**config.mk**
```make
export PLATFORM = sky130hd
export DESIGN_NAME = dcap_ca_pins
export DESIGN_NICKNAME = d
export VERILOG_FILES = /design/src/core/dcap_pkg.sv /design/src/core/dcap_sync3.sv /design/src/core/dcap_ca_pins.sv
export VERILOG_INCLUDE_DIRS = /design/src /design/src/core
export SDC_FILE = /design/constraint.sdc
export NUM_CORES = 1
export LEC_CHECK = 0
export ABC_AREA = 1
export BUFFER_PORTS_ARGS = -buffer_cell sky130_fd_sc_hd__buf_2
export CORE_UTILIZATION = 45
export DETAILED_ROUTE_END_ITERATION = 6
export PLACE_DENSITY = 0.72
export RECOVER_POWER = 100
export SYNTH_ARGS = -nofsm -noshare
export SYNTH_HDL_FRONTEND = slang
export SYNTH_SLANG_ARGS = --single-unit
```
**constraint.sdc**
```tcl
create_clock -name clk_i -period 2.45 [get_ports clk_i]
set_input_delay 0 -clock clk_i [delete_from_list [all_inputs] [get_ports clk_i]]
set_output_delay 0 -clock clk_i [all_outputs]
set_load 0.01 [all_outputs]
```
**src/core/dcap_map.svh**
```systemverilog
`ifndef DCAP_MAP_SVH
`define DCAP_MAP_SVH
`define DCAP_ROW_W        14
`define DCAP_COL_W        10
`define DCAP_BANK_W       3
`define DCAP_NBANK        8
`define DCAP_MR_W         2
`define DCAP_AP_BIT       10
`define DCAP_BC_BIT       12
`define DCAP_CYC_NS       10
`define DCAP_BURST_FULL   8
`define DCAP_BURST_CHOP   4
`endif

```
**src/core/dcap_pkg.sv**
```systemverilog
`include "dcap_map.svh"
package dcap_pkg;
  typedef enum logic [2:0] {
    DCAP_CMD_NOP  = 3'h7,
    DCAP_CMD_ACT  = 3'h3,
    DCAP_CMD_RD   = 3'h5,
    DCAP_CMD_WR   = 3'h4,
    DCAP_CMD_PRE  = 3'h2,
    DCAP_CMD_REF  = 3'h1,
    DCAP_CMD_MRS  = 3'h0,
    DCAP_CMD_ZQ   = 3'h6
  } dcap_cmd_e;

  typedef enum logic [1:0] {
    DCAP_PW_ON   = 2'h0,
    DCAP_PW_PPD  = 2'h1,
    DCAP_PW_APD  = 2'h2,
    DCAP_PW_SR   = 2'h3
  } dcap_pw_e;

  typedef struct packed {
    logic                    cs_n;
    logic                    ras_n;
    logic                    cas_n;
    logic                    we_n;
    logic [`DCAP_BANK_W-1:0] bank;
    logic [`DCAP_ROW_W-1:0]  addr;
  } dcap_ca_s;

  typedef struct packed {
    logic [2:0]              kind;
    logic [`DCAP_BANK_W-1:0] bank;
    logic [`DCAP_ROW_W-1:0]  row;
    logic [`DCAP_COL_W-1:0]  col;
    logic                    auto_pre;
    logic                    pre_all;
    logic                    full_burst;
  } dcap_op_s;
endpackage

```
**src/core/dcap_sync3.sv**
```systemverilog
module dcap_sync3 #(
  parameter int W = 1
) (
  // clock
  input  wire logic         clk_i,
  input  wire logic         srst_i,
  // data
  input  wire logic [W-1:0] d_i,
  output logic      [W-1:0] q_o,
  output logic      [W-1:0] chg_o
);
  logic [W-1:0] s1;
  logic [W-1:0] s2;
  logic [W-1:0] s3;

  always_ff @(posedge clk_i) begin
    if (srst_i) begin
      s1 <= '0;
      s2 <= '0;
      s3 <= '0;
    end else begin
      s1 <= d_i;
      s2 <= s1;
      s3 <= s2;
    end
  end

  assign q_o   = s3;
  assign chg_o = s2 ^ s3;
endmodule // dcap_sync3

```
**src/core/dcap_ca_pins.sv**
```systemverilog
// How it works
// - address and control sampled only on the rising clock edge
// - clock enable high runs clocking, buffers and drivers; low stops them, the termination buffer only in self-refresh
// - clock enable low: precharge power-down or self-refresh idle, else active
// - clock enable is sampled synchronously for power-down and refresh entry
// - self-refresh exit seen from clock enable without a clock edge
// - power-down gates all inputs except clocks, termination, clock enable
// - self-refresh gates every input except clock enable
// - chip select high masks the command of that cycle
// - row, column strobes and write enable with select decode the command
// - masked write beats are not stored
// - write mask sampled on both strobe edges, one mask per beat
// - bank inputs pick one of eight banks for act, read, write, pre
// - bank inputs pick the mode register on a mode register set
// - bit 10 on read or write requests auto precharge after burst
// - bit 10 on precharge: low one bank, high all banks
// - address carries row on activate, column on read or write
// - mode register set takes its opcode from the address inputs
// - bit 12 high full burst, low chopped, when chop on the fly enabled
`include "dcap_map.svh"
module dcap_ca_pins
  import dcap_pkg::*;
#(
  parameter int NBANK = `DCAP_NBANK
) (
  // clock and reset
  input  wire logic                    clk_i,
  input  wire logic                    srst_i,
  input  wire logic                    ce_i,
  // pins
  input  wire dcap_ca_s                ca_i,
  input  wire logic                    cke_i,
  input  wire logic                    odt_i,
  input  wire logic                    upper_lane_write_mask_i,
  input  wire logic                    lower_lane_write_mask_i,
  input  wire logic                    upper_lane_strobe_i,
  input  wire logic                    lower_lane_strobe_i,
  // mode
  input  wire logic                    otf_chop_en_i,
  // decoded operation
  output dcap_op_s                     op_o,
  output logic                         op_valid_o,
  output logic [`DCAP_MR_W-1:0]        mr_sel_o,
  output logic [`DCAP_ROW_W-1:0]       mr_opcode_o,
  output logic                         mr_load_o,
  // banks and power
  output logic [NBANK-1:0]             bank_open_o,
  output dcap_pw_e                     pw_state_o,
  output logic                         clk_run_o,
  output logic                         ca_buf_en_o,
  output logic                         odt_buf_en_o,
  output logic                         drv_en_o,
  output logic                         odt_o,
  // write beat enables, one per strobe lane (upper in bit 1), set on either edge
  output logic [1:0]                   beat_we_o
);
  dcap_pw_e   pw_state;
  dcap_pw_e   next_pw;
  dcap_cmd_e  cmd;
  logic       cke_q;
  logic       cke_sync;
  logic       cke_chg;
  logic [1:0] strb_q;
  logic [1:0] mask_pin;
  logic       sr_low_seen;

  // decode command from the row, column strobe and write enable pins; select high gives nop
  function automatic dcap_cmd_e decode(input dcap_ca_s c);
    if (c.cs_n)
      return DCAP_CMD_NOP;
    else
      return dcap_cmd_e'({c.ras_n, c.cas_n, c.we_n});
  endfunction

  // asynchronous clock enable path for refresh exit
  dcap_sync3 #(.W(1)) u_cke_sync (
    .clk_i  (clk_i),
    .srst_i (srst_i),
    .d_i    (cke_i),
    .q_o    (cke_sync),
    .chg_o  (cke_chg)
  );

  always_comb begin
    cmd = decode(ca_i);
    if (pw_state != DCAP_PW_ON)
      cmd = DCAP_CMD_NOP;
  end

  always_ff @(posedge clk_i) begin
    if (srst_i)
      cke_q <= 1'b0;
    else if (ce_i)
      cke_q <= cke_i;
  end

  always_comb begin
    next_pw = pw_state;
    case (pw_state)
      DCAP_PW_ON: begin
        if (!cke_i && cke_q) begin
          if (|bank_open_o)
            next_pw = DCAP_PW_APD;
          else if (cmd == DCAP_CMD_REF)
            next_pw = DCAP_PW_SR;
          else
            next_pw = DCAP_PW_PPD;
        end
      end
      DCAP_PW_PPD, DCAP_PW_APD: begin
        if (cke_i)
          next_pw = DCAP_PW_ON;
      end
      DCAP_PW_SR: begin
        // exit from synchronised level, no pin clock edge needed
        if (sr_low_seen && cke_sync && !cke_chg)
          next_pw = DCAP_PW_ON;
      end
      default: next_pw = DCAP_PW_ON;
    endcase
  end

  // arm exit only once the synchroniser has seen the pin low
  // right after entry it still carries the old high level
  always_ff @(posedge clk_i) begin
    if (srst_i)
      sr_low_seen <= 1'b0;
    else if (pw_state != DCAP_PW_SR)
      sr_low_seen <= 1'b0;
    else if (!cke_sync && !cke_chg)
      sr_low_seen <= 1'b1;
  end

  // refresh entry needs select low with refresh encoding
  always_ff @(posedge clk_i) begin
    if (srst_i)
      pw_state <= DCAP_PW_ON;
    else if (ce_i || pw_state == DCAP_PW_SR)
      pw_state <= next_pw;
  end

  always_comb begin
    clk_run_o    = (pw_state == DCAP_PW_ON) && cke_q;
    ca_buf_en_o  = (pw_state == DCAP_PW_ON);
    drv_en_o     = (pw_state == DCAP_PW_ON) && cke_q;
    odt_buf_en_o = (pw_state != DCAP_PW_SR);
  end

  assign pw_state_o = pw_state;

  // termination sampled while its buffer is on
  always_ff @(posedge clk_i) begin
    if (srst_i)
      odt_o <= 1'b0;
    else if (ce_i && odt_buf_en_o)
      odt_o <= odt_i;
  end

  always_ff @(posedge clk_i) begin
    if (srst_i) begin
      op_o       <= '0;
      op_valid_o <= 1'b0;
    end else if (ce_i) begin
      op_valid_o <= (cmd != DCAP_CMD_NOP);
      op_o.kind  <= cmd;
      op_o.bank  <= ca_i.bank;
      op_o.row   <= ca_i.addr;
      op_o.col   <= ca_i.addr[`DCAP_COL_W-1:0];
      op_o.auto_pre <= ((cmd == DCAP_CMD_RD) || (cmd == DCAP_CMD_WR))
                       && ca_i.addr[`DCAP_AP_BIT];
      op_o.pre_all  <= (cmd == DCAP_CMD_PRE) && ca_i.addr[`DCAP_AP_BIT];
      op_o.full_burst <= !otf_chop_en_i || ca_i.addr[`DCAP_BC_BIT];
    end
  end

  always_ff @(posedge clk_i) begin
    if (srst_i)
      bank_open_o <= '0;
    else if (ce_i) begin
      if (cmd == DCAP_CMD_ACT)
        bank_open_o[ca_i.bank] <= 1'b1;
      else if (cmd == DCAP_CMD_PRE) begin
        if (ca_i.addr[`DCAP_AP_BIT])
          bank_open_o <= '0;
        else
          bank_open_o[ca_i.bank] <= 1'b0;
      end else if ((cmd == DCAP_CMD_RD || cmd == DCAP_CMD_WR)
                   && ca_i.addr[`DCAP_AP_BIT])
        bank_open_o[ca_i.bank] <= 1'b0;
    end
  end

  always_ff @(posedge clk_i) begin
    if (srst_i) begin
      mr_sel_o    <= '0;
      mr_opcode_o <= '0;
      mr_load_o   <= 1'b0;
    end else if (ce_i) begin
      mr_load_o <= (cmd == DCAP_CMD_MRS);
      if (cmd == DCAP_CMD_MRS) begin
        mr_sel_o    <= ca_i.bank[`DCAP_MR_W-1:0];
        mr_opcode_o <= ca_i.addr;
      end
    end
  end

  // mask per beat on either strobe edge
  assign mask_pin = {upper_lane_write_mask_i, lower_lane_write_mask_i};

  always_ff @(posedge clk_i) begin
    if (srst_i) begin
      strb_q    <= '0;
      beat_we_o <= '0;
    end else if (ce_i) begin
      strb_q <= {upper_lane_strobe_i, lower_lane_strobe_i};
      beat_we_o <= (strb_q ^ {upper_lane_strobe_i, lower_lane_strobe_i})
                   & ~mask_pin & {2{ca_buf_en_o}};
    end
  end
endmodule // dcap_ca_pins

```
==> impl_metrics.ini, run 1 <==
[run_status]
status = finished clean

[critical_path]
crit_top_cell = clkbuf_1
cp-start-kind = input port
cp-end-kind = flip-flop
cp_slowest_cell = clkinv_1
path_max_fanout = 28
path_buf_inv = 3
worstRegToRegCells = 8
cp_cell_sequence = clkbuf_1 > clkinv_1 > clkbuf_1 > o21ai_0 > a21oi_1
critical-path-top-delay-family = buffers and inverters
critical_path_class = in2reg
cp.required_ns = 2.66
reg2reg_slack_ns = 0.66
slowest_delay_ns = 0.62
r2r-start = pw_state_o[0]$_SDFFE_PP0P_
cp.arrival_ns = 2.05
reg2reg_to = mr_opcode_o[4]$_SDFFE_PP0P_

[logic_synthesis]
yosys_warnings = 0
synth_nets = 391
ys.flop_type = dfxtp_1
syn_area_mm2 = 0.002643
synth_area_leaders = dfxtp_1 (46%), nor2_1 (13%), o21ai_0 (6.6%)
ys_seq_elements = 61
synth.most_common_cell = nor2_1
syn_inst = 357
synth_edf_count = 0
yosysTopAreaCell = dfxtp_1
ys_seq_area_share_pct = 46.21
syn_avg_cell_area_um2 = 7.402
ys_types = 29
synth_top_area_share_pct = 46.21
async_flop_share_pct = 0
yosys-top-cells-count = nor2_1 (89), dfxtp_1 (61), nand2_1 (38)

[routing]
antenna_left = 0
drc = 0
via_count = 2672
drt-total-wl_um = 7004
drtIter0Drc = 81
firstDrtPassIters = 6
post_drt_wl_per_cell_um = 12.97
routed_via_density = 4.948

[pwr]
p_sw_mw = 0.5669
intPower_mw = 1.687
peakVddDrop_uv = 381.7
power.total_mw = 2.254
pwr_density_cell_mw_per_mm2 = 661.0
sw_frac_of_total_pct = 25.16
seq_power_share_pct = 46.9
power_leakage_nw = 1.455
p_clk_share_pct = 40.2
combPwrFrac_pct = 12.9

[worst_hold_path]
hold_end = mr_sel_o[1]$_SDFFE_PP0P_
hold_class = in2reg
holdCritStartpoint = ca_i[15]
hold_depth = 3

[clocking]
tritoncts = done
htree_levels = 3
clock_path_buffers = 2
post_cts_resized = 0
cts_root_buf = clkbuf_8
clock_sinks = 61
ctsHoldBuffers = 23
cts.clk_slew.worst_paths_ns = 0.07
clk_latency_ns = 0.34
cts_made_buffers = 9
post-cts-setup-buffers = 0

[global_routing]
grt_util_met2_pct = 37.57
grt_max_degree = 29
first_global_vias = 2403
grt_pass1_wl_um = 11240
use_met1_pct = 28.29
grt_use_met3_pct = 6.047
overflow = 0
antenna_found_initial = 0
busiest_layer = met2
grt_usage_pct = 23.45

[sta]
setup_viol = 0
fin_crit_sh_pct = 74.95
whs_ns = 0.01286
finalHoldViolations = 0
maxSlewViolCount = 0
relSlewSlack_pct = 28.42
tightest_slew_ns = 1.074
rsz0062_at_grt = false
max_freq_mhz = 544.6
final.setup.tns_ns = 0
period_needed_ns = 1.836
finClkSkew_ns = 0.005306

[finish]
syn2layout_area_growth_pct = 29.02
drive_gt1_share_pct = 11.97
finalNetCount = 499
fin_area_mm2 = 0.003410
n_antenna_cell = 0

[floorplanning]
start_util_pct = 47.41
rows = 27
coreArea_mm2 = 0.005574
die_area_mm2 = 0.006183
die_w_um = 78.63
io_pins = 99
die_h_um = 78.63

[place]
dpl_cell_area_mm2 = 0.003084
place.gp.congestion = 0.7966
port_buffers = 98
dp.final_hpwl_um = 4652

[run]
maxCapViolCount = 0
-- power by group through the flow --
stage          Combinational (mW)  Clock, mW  Sequential [mW]
5_1_grt                     0.323      0.958             1.06
2_1_floorplan               0.161          0             1.09
6_report                    0.290      0.906             1.06
4_1_cts                     0.307      0.925             1.06
3_5_place_dp                0.276          0             1.08
3_3_place_gp                0.272          0             1.08
-- cells in the final DEF, fill, tap and decap left out --
master	n
dfxtp_1	61
inv_2	2
nand4_1	4
nand2_1	39
clkbuf_8	12
a31oi_1	1
nand4_4	1
nand2_4	1
buf_4	1
inv_4	1
nor2_1	90
o211ai_1	1
clkinv_1	1
o21ai_1	8
nor3_2	1
dlygate4sd3_1	23
buf_2	29
o21ai_0	38
ha_1	3
nor3_1	4
nor2_4	2
xor2_1	1
inv_1	30
o2111ai_1	1
a21oi_1	17
nand2_2	1
bufinv_16	1
clkbuf_1	72
nand3_1	18
o21bai_2	4
-- tightest hold or removal path, stage by stage --
cell and delay, ns:
buf_2 0.15, o21ai_0 0.10, nor2_1 0.07
-- kinds of logic (layout without fill, tap and decap cells) --
logic type / Yosys count / in the layout / share of synthesized area, %
AO/OA/AOI/OAI: 70 / 70 / 14.49
XOR/XNOR: 1 / 1 / 0.3315
adder cells (fa/ha/maj): 3 / 3 / 1.421
buffers and inverters: 61 / 172 / 11.03
flip-flops: 61 / 61 / 46.21
AND/OR/NAND/NOR: 161 / 161 / 26.52
-- layer usage --
layer / wire (um) / up-vias
met4: 157 / 0
met3: 485 / 15
li1: - / 1346
met1: 3221 / 1212
met2: 3141 / 99
met5: 0 / -
-- per-stage QoR --
stage | util, % | cells | setup WS [ns]
after detailed placement | 55.33 | 503 | 0.7507
after global routing | 61.17 | 540 | 0.3537
after floorplan | - | 357 | 0.9177
after CTS | 63.03 | 540 | 0.7308
after global placement | 55.33 | 503 | 0.8255
final | 61.17 | 540 | 0.6137
-- sequential cells by signal (all words and copies together) (netlist names) --
signal          cells
bank_open_o         8
beat_we_o           2
cke_q               1
mr_load_o           1
mr_opcode_o        14
mr_sel_o            2
odt_o               1
op_o               23
op_valid_o          1
pw_state_o          2
sr_low_seen         1
strb_q              2
u_cke_sync.q_o      1
u_cke_sync.s1       1
u_cke_sync.s2       1
-- how the worst max path moves through the flow --
stage	endpoint	depth (start not counted)	startpoint	slack, ns
6_report	op_o[28]$_SDFFE_PP0P_	5	srst_i	0.61
5_1_grt	op_o[28]$_SDFFE_PP0P_	5	srst_i	0.35
4_1_cts	mr_opcode_o[4]$_SDFFE_PP0P_	8	pw_state_o[0]$_SDFFE_PP0P_	0.73
3_5_place_dp	mr_opcode_o[4]$_SDFFE_PP0P_	8	pw_state_o[1]$_SDFFE_PP0P_	0.75
3_3_place_gp	mr_sel_o[1]$_SDFFE_PP0P_	8	pw_state_o[0]$_SDFFE_PP0P_	0.83
2_1_floorplan	bank_open_o[1]$_SDFFE_PP0P_	10	pw_state_o[0]$_SDFFE_PP0P_	0.92
-- layout make-up --
type	count	area [um^2]
inverter	34	130.1
fill	566	2165
sequential	61	1221
multi-input combinational	235	1120
clock buffer	13	168.9
timing repair buffer	124	649.4
tap	72	90.09
clock inverter	1	30.03
Note: power is estimated with default switching activity, not from simulation.
==> run 2, diff against run 1 <==
Settings changed: CORE_UTILIZATION 45 to 44, PLACE_DENSITY 0.72 to 0.74.
Clock period 2.45 ns to 1.65 ns, I/O delays scaled along.
==> run 2 against run 1 <==
Against the previous run: critical path depth increased by 3; clock skew up 0.0022 ns; non-clock buffer count increased by 14; register-to-register slack lost 0.50 ns.
==> impl_metrics.ini, run 2 (synthesized netlist as in run 1, its figures left out) <==
[clocking]
tritoncts = done
cts_made_buffers = 9
htree_levels = 3
clock_sinks = 61
cts_root_buf = clkbuf_8
cts.clk_slew.worst_paths_ns = 0.07
clock_path_buffers = 2
clk_latency_ns = 0.33

[routing]
post_drt_wl_per_cell_um = 11.97
antenna_left = 0
drc = 0
routed_via_density = 4.845
via_count = 2694
drt-total-wl_um = 6658
drtIter0Drc = 98
firstDrtPassIters = 4

[pwr]
power_leakage_nw = 1.521
peakVddDrop_uv = 731.7
pwr_density_cell_mw_per_mm2 = 946.1

[global_routing]
use_met1_pct = 25.94
grt_usage_pct = 21.53
first_global_vias = 2415
antenna_found_initial = 0
grt_util_met2_pct = 36.32
busiest_layer = met2
overflow = 0
grt_use_met3_pct = 5.029
grt_pass1_wl_um = 10570
grt_max_degree = 46

[finish]
final_util_pct = 62.56
final_cell_mix = nor2_1 (89), clkbuf_1 (68), dfxtp_1 (61)
largest_registers = op_o: 23 flops, mr_opcode_o: 14 flops, bank_open_o: 8 flops
drive_gt1_share_pct = 16.53
largest_reg_flops = 23
finalNetCount = 513
syn2layout_area_growth_pct = 33.57
regMostFlops = op_o
layout_commonest_cell = nor2_1
n_antenna_cell = 0

[sta]
period_needed_ns = 1.492
finClkSkew_ns = 0.007499
setup_viol = 0
finalHoldViolations = 0
rsz0062_at_grt = false
fin_crit_sh_pct = 90.43
maxSlewViolCount = 0
final.setup.tns_ns = 0
relSlewSlack_pct = 74.51
max_freq_mhz = 670.2
tightest_slew_ns = 0.3823

[critical_path]
cp.required_ns = 1.88
cp-start-kind = flip-flop
cp.arrival_ns = 1.72
cp-end-kind = flip-flop
path_max_fanout = 8
critical_path_class = reg2reg

[floorplanning]
coreArea_mm2 = 0.005642
io_pins = 99
die_area_mm2 = 0.006319
rows = 27
die_w_um = 79.50
start_util_pct = 46.84
die_h_um = 79.50

[run]
maxCapViolCount = 0

[worst_hold_path]
hold_class = in2reg

[place]
dp.final_hpwl_um = 4570
place.gp.congestion = 0.7759
port_buffers = 98

[run_status]
status = finished clean
==> run 2: critical path, cell delays in order, from the launching register on <==
cell and delay (ns):
dfxtp_1 0.31, inv_1 0.06, ha_2 0.19, buf_4 0.14
nand4_1 0.25, nor2_1 0.22, nor2_1 0.06, nor2_1 0.11
nor2_1 0.06
==> run 2: report_power, final <==
part	internal, mW	total, mW	switching (mW)
Combinational	0.182	0.450	0.267
Sequential	1.53	1.57	0.0347
Clock	0.732	1.32	0.589
Total	2.45	3.34	0.891
==> run 2: final cells by class <==
cell class	count	area [um^2]
Timing Repair Buffer	138	755.7
Inverter	34	127.6
Tap cell	72	90.09
Clock inverter	6	62.56
Sequential cell	61	1221
Multi-Input combinational cell	235	1135
Fill cell	559	2112
Clock buffer	10	137.6
==> run 2: per-layer routing <==
layer | up-vias | wire length [um]
met2 | 99 | 3002
met5 | - | 0
li1 | 1380 | -
met4 | 0 | 76
met3 | 8 | 483
met1 | 1207 | 3096
==> run 2: timing repair <==
action	CTS	global route
setup endpoints to repair	0	23
hold buffers	22	0
gates resized for setup	0	3
hold endpoints to repair	36	0
buffers inserted	0	10
==> run 2: path summary, 6_finish.rpt <==
path / depth (start not counted) / endpoint / from / slack [ns]
min reg2reg: 2 / u_cke_sync.s2$_SDFF_PP0_ / u_cke_sync.s1$_SDFF_PP0_ / 0.42
max reg2reg: 8 / bank_open_o[0]$_SDFFE_PP0P_ / pw_state_o[0]$_SDFFE_PP0P_ / 0.16
max: 8 / bank_open_o[0]$_SDFFE_PP0P_ / pw_state_o[0]$_SDFFE_PP0P_ / 0.16
min: 3 / mr_sel_o[0]$_SDFFE_PP0P_ / ca_i[14] / 0.01
==> run 2: stage by stage <==
stage                     hold WS, ns  cells  instance area, um^2  power (mW)  setup slack, ns
after global placement         0.1786    508                 3122       2.011           0.1354
after detailed placement       0.1799    508                 3122       2.017          0.06434
after global routing          0.02793    556                 3530       3.494         0.005230
after floorplan               0.09080    357                 2643       1.864           0.1177
final                         0.01221    556                 3530       3.340           0.1580
after CTS                    0.003251    546                 3542       3.374          0.05075
==> run 3, diff against run 2 <==
Settings changed: GPL_TIMING_DRIVEN set to 0.
==> run 3 against run 2 <==
Against the previous run: count of clock-buffer cells in the layout up 2; routed wire length up 7.3%; die area unchanged; hold slack worse by 0.0012 ns; critical path depth up 2; total power up 2.9%; sequential power about the same; combinational power up 8.9%; sequential share of layout area down 1.3 points; largest cell class unchanged.
==> impl_metrics.ini, run 3 (synthesized netlist as in run 1, its figures left out) <==
[run_status]
status = finished clean

[finish]
drive_gt1_share_pct = 17.53
n_antenna_cell = 0
final_cell_mix = nor2_1 (89), clkbuf_1 (75), dfxtp_1 (61)
multi_input_area_mm2 = 0.001140
seq_area_mm2 = 0.001221
largest_registers = op_o: 23 flops, mr_opcode_o: 14 flops, bank_open_o: 8 flops
largest_reg_flops = 23
regMostFlops = op_o
fin_area_mm2 = 0.003662
final_util_pct = 64.91
fillers = 549
syn2layout_area_growth_pct = 38.59
layout_commonest_cell = nor2_1
finalNetCount = 531
fin_cells = 574

[worst_hold_path]
hold_class = in2reg
hold_end = mr_sel_o[0]$_SDFFE_PP0P_
hold_depth = 3
holdCritStartpoint = ca_i[14]

[critical_path]
cp_cell_sequence = inv_1 > ha_4 > buf_8 > nand3_1 > nand2_2 > nand2_4 > buf_4 > o21ai_1 > inv_1 > nor2_1
worstRegToRegCells = 10
reg2reg_to = bank_open_o[2]$_SDFFE_PP0P_
cp.required_ns = 1.91
cp_slowest_cell = dfxtp_1
slowest_delay_ns = 0.34
reg2reg_slack_ns = 0.14
path_max_fanout = 10
cp-start-kind = flip-flop
r2r-start = pw_state_o[0]$_SDFFE_PP0P_
cp.arrival_ns = 1.78
cp-end-kind = flip-flop
critical_path_class = reg2reg
startpoint = pw_state_o[0]$_SDFFE_PP0P_
crit_top_cell = inv_1

[place]
dp.final_hpwl_um = 4946
preCtsSetupSlack_ns = -0.02755
port_buffers = 96
dpl.cell_count = 525
dpl_cell_area_mm2 = 0.003213
place.gp.congestion = 0.8713

[pwr]
power_leakage_nw = 1.609
peakVddDrop_uv = 439.1
seq_power_share_pct = 45.7
power.total_mw = 3.437
intPower_mw = 2.558
p_clk_share_pct = 40.0
combPwrFrac_pct = 14.2
p_sw_mw = 0.8794
sw_frac_of_total_pct = 25.58
pwr_density_cell_mw_per_mm2 = 938.6

[global_routing]
grt_max_degree = 11
antenna_found_initial = 0
overflow = 0
first_global_vias = 2385
grt_pass1_wl_um = 11210
grt_usage_pct = 23.41

[sta]
rsz0062_at_grt = false
finalHoldViolations = 0
setup_viol = 0
final.setup.tns_ns = 0
whs_ns = 0.01097
maxSlewViolCount = 0
period_needed_ns = 1.514
relSlewSlack_pct = 69.96
finClkSkew_ns = 0.004077
max_freq_mhz = 660.7
fin_crit_sh_pct = 91.74
tightest_slew_ns = 0.4507
layout_setup_ws_ns = 0.1363

[routing]
routed_via_density = 4.787
via_count = 2748
firstDrtPassIters = 4
post_drt_wl_per_cell_um = 12.45
drc = 0
antenna_left = 0
drtIter0Drc = 130
drt-total-wl_um = 7145

[floorplanning]
coreArea_mm2 = 0.005642
rows = 27
die_h_um = 79.50
die_area_mm2 = 0.006319
io_pins = 99
start_util_pct = 46.84
die_w_um = 79.50

[clocking]
clk_latency_ns = 0.33
tritoncts = done
clock_sinks = 61
cts_made_buffers = 9
cts_root_buf = clkbuf_8
cts.clk_slew.worst_paths_ns = 0.07
htree_levels = 3
clock_path_buffers = 2

[run]
maxCapViolCount = 0
run 3: changes by cell type in the layout (fill, tap and decap cells not counted), sizes merged:
cell	delta
buf	+4
clkbuf	+14
clkinv	+1
clkinvlp	-3
dlygate4sd3	+2
run 3: worst max path at each step:
stage,end,slack [ns],cells after the start
finish,bank_open_o[2]$_SDFFE_PP0P_,0.14,10
floorplan,bank_open_o[1]$_SDFFE_PP0P_,0.12,10
global route,bank_open_o[2]$_SDFFE_PP0P_,0.0006,10
detailed placement,bank_open_o[2]$_SDFFE_PP0P_,-0.03,8
CTS,mr_opcode_o[5]$_SDFFE_PP0P_,0.02,8
global placement,mr_opcode_o[9]$_SDFFE_PP0P_,0.003,8
run 3: metal layers:
metal / wire [um] / vias to the layer above / global-route usage (%)
met5: 0 / - / 0
met4: 125 / 0 / 11.09
met3: 495 / 10 / 5.600
met2: 3340 / 97 / 38.03
met1: 3184 / 1223 / 28.98
li1: - / 1418 / -
run 3: repair_timing:
action,4_1_cts,5_1_grt
endpoints found under the setup margin,17,19
pin swaps,1,4
hold buffers,24,0
resized for setup,2,6
endpoints found under the hold margin,38,0
setup buffers,2,7
run 3: power groups by stage:
stage          registers, mW  clock network, mW  logic [mW]
2_1_floorplan           1.62                  0       0.240
3_3_place_gp            1.60                  0       0.436
3_5_place_dp            1.60                  0       0.442
4_1_cts                 1.57               1.40       0.493
5_1_grt                 1.58               1.47       0.546
6_report                1.57               1.38       0.490
run 3: critical path, delay by kind of cell, from the launching register on:
kind	cells	cell delay [ns]
buffers and inverters	4	0.43
AND/OR/NAND/NOR	4	0.41
flip-flops	1	0.34
adder cells (fa/ha/maj)	1	0.17
AO/OA/AOI/OAI	1	0.10
run 3: area by class of cell:
class	count	share of cell area [%]
multi-input combinational	235	31.12
timing repair buffer	129	19.10
clock buffer	12	4.510
buffer	27	4.681
inverter	34	3.553
clock inverter	4	1.230
tap	72	2.460
sequential	61	33.34
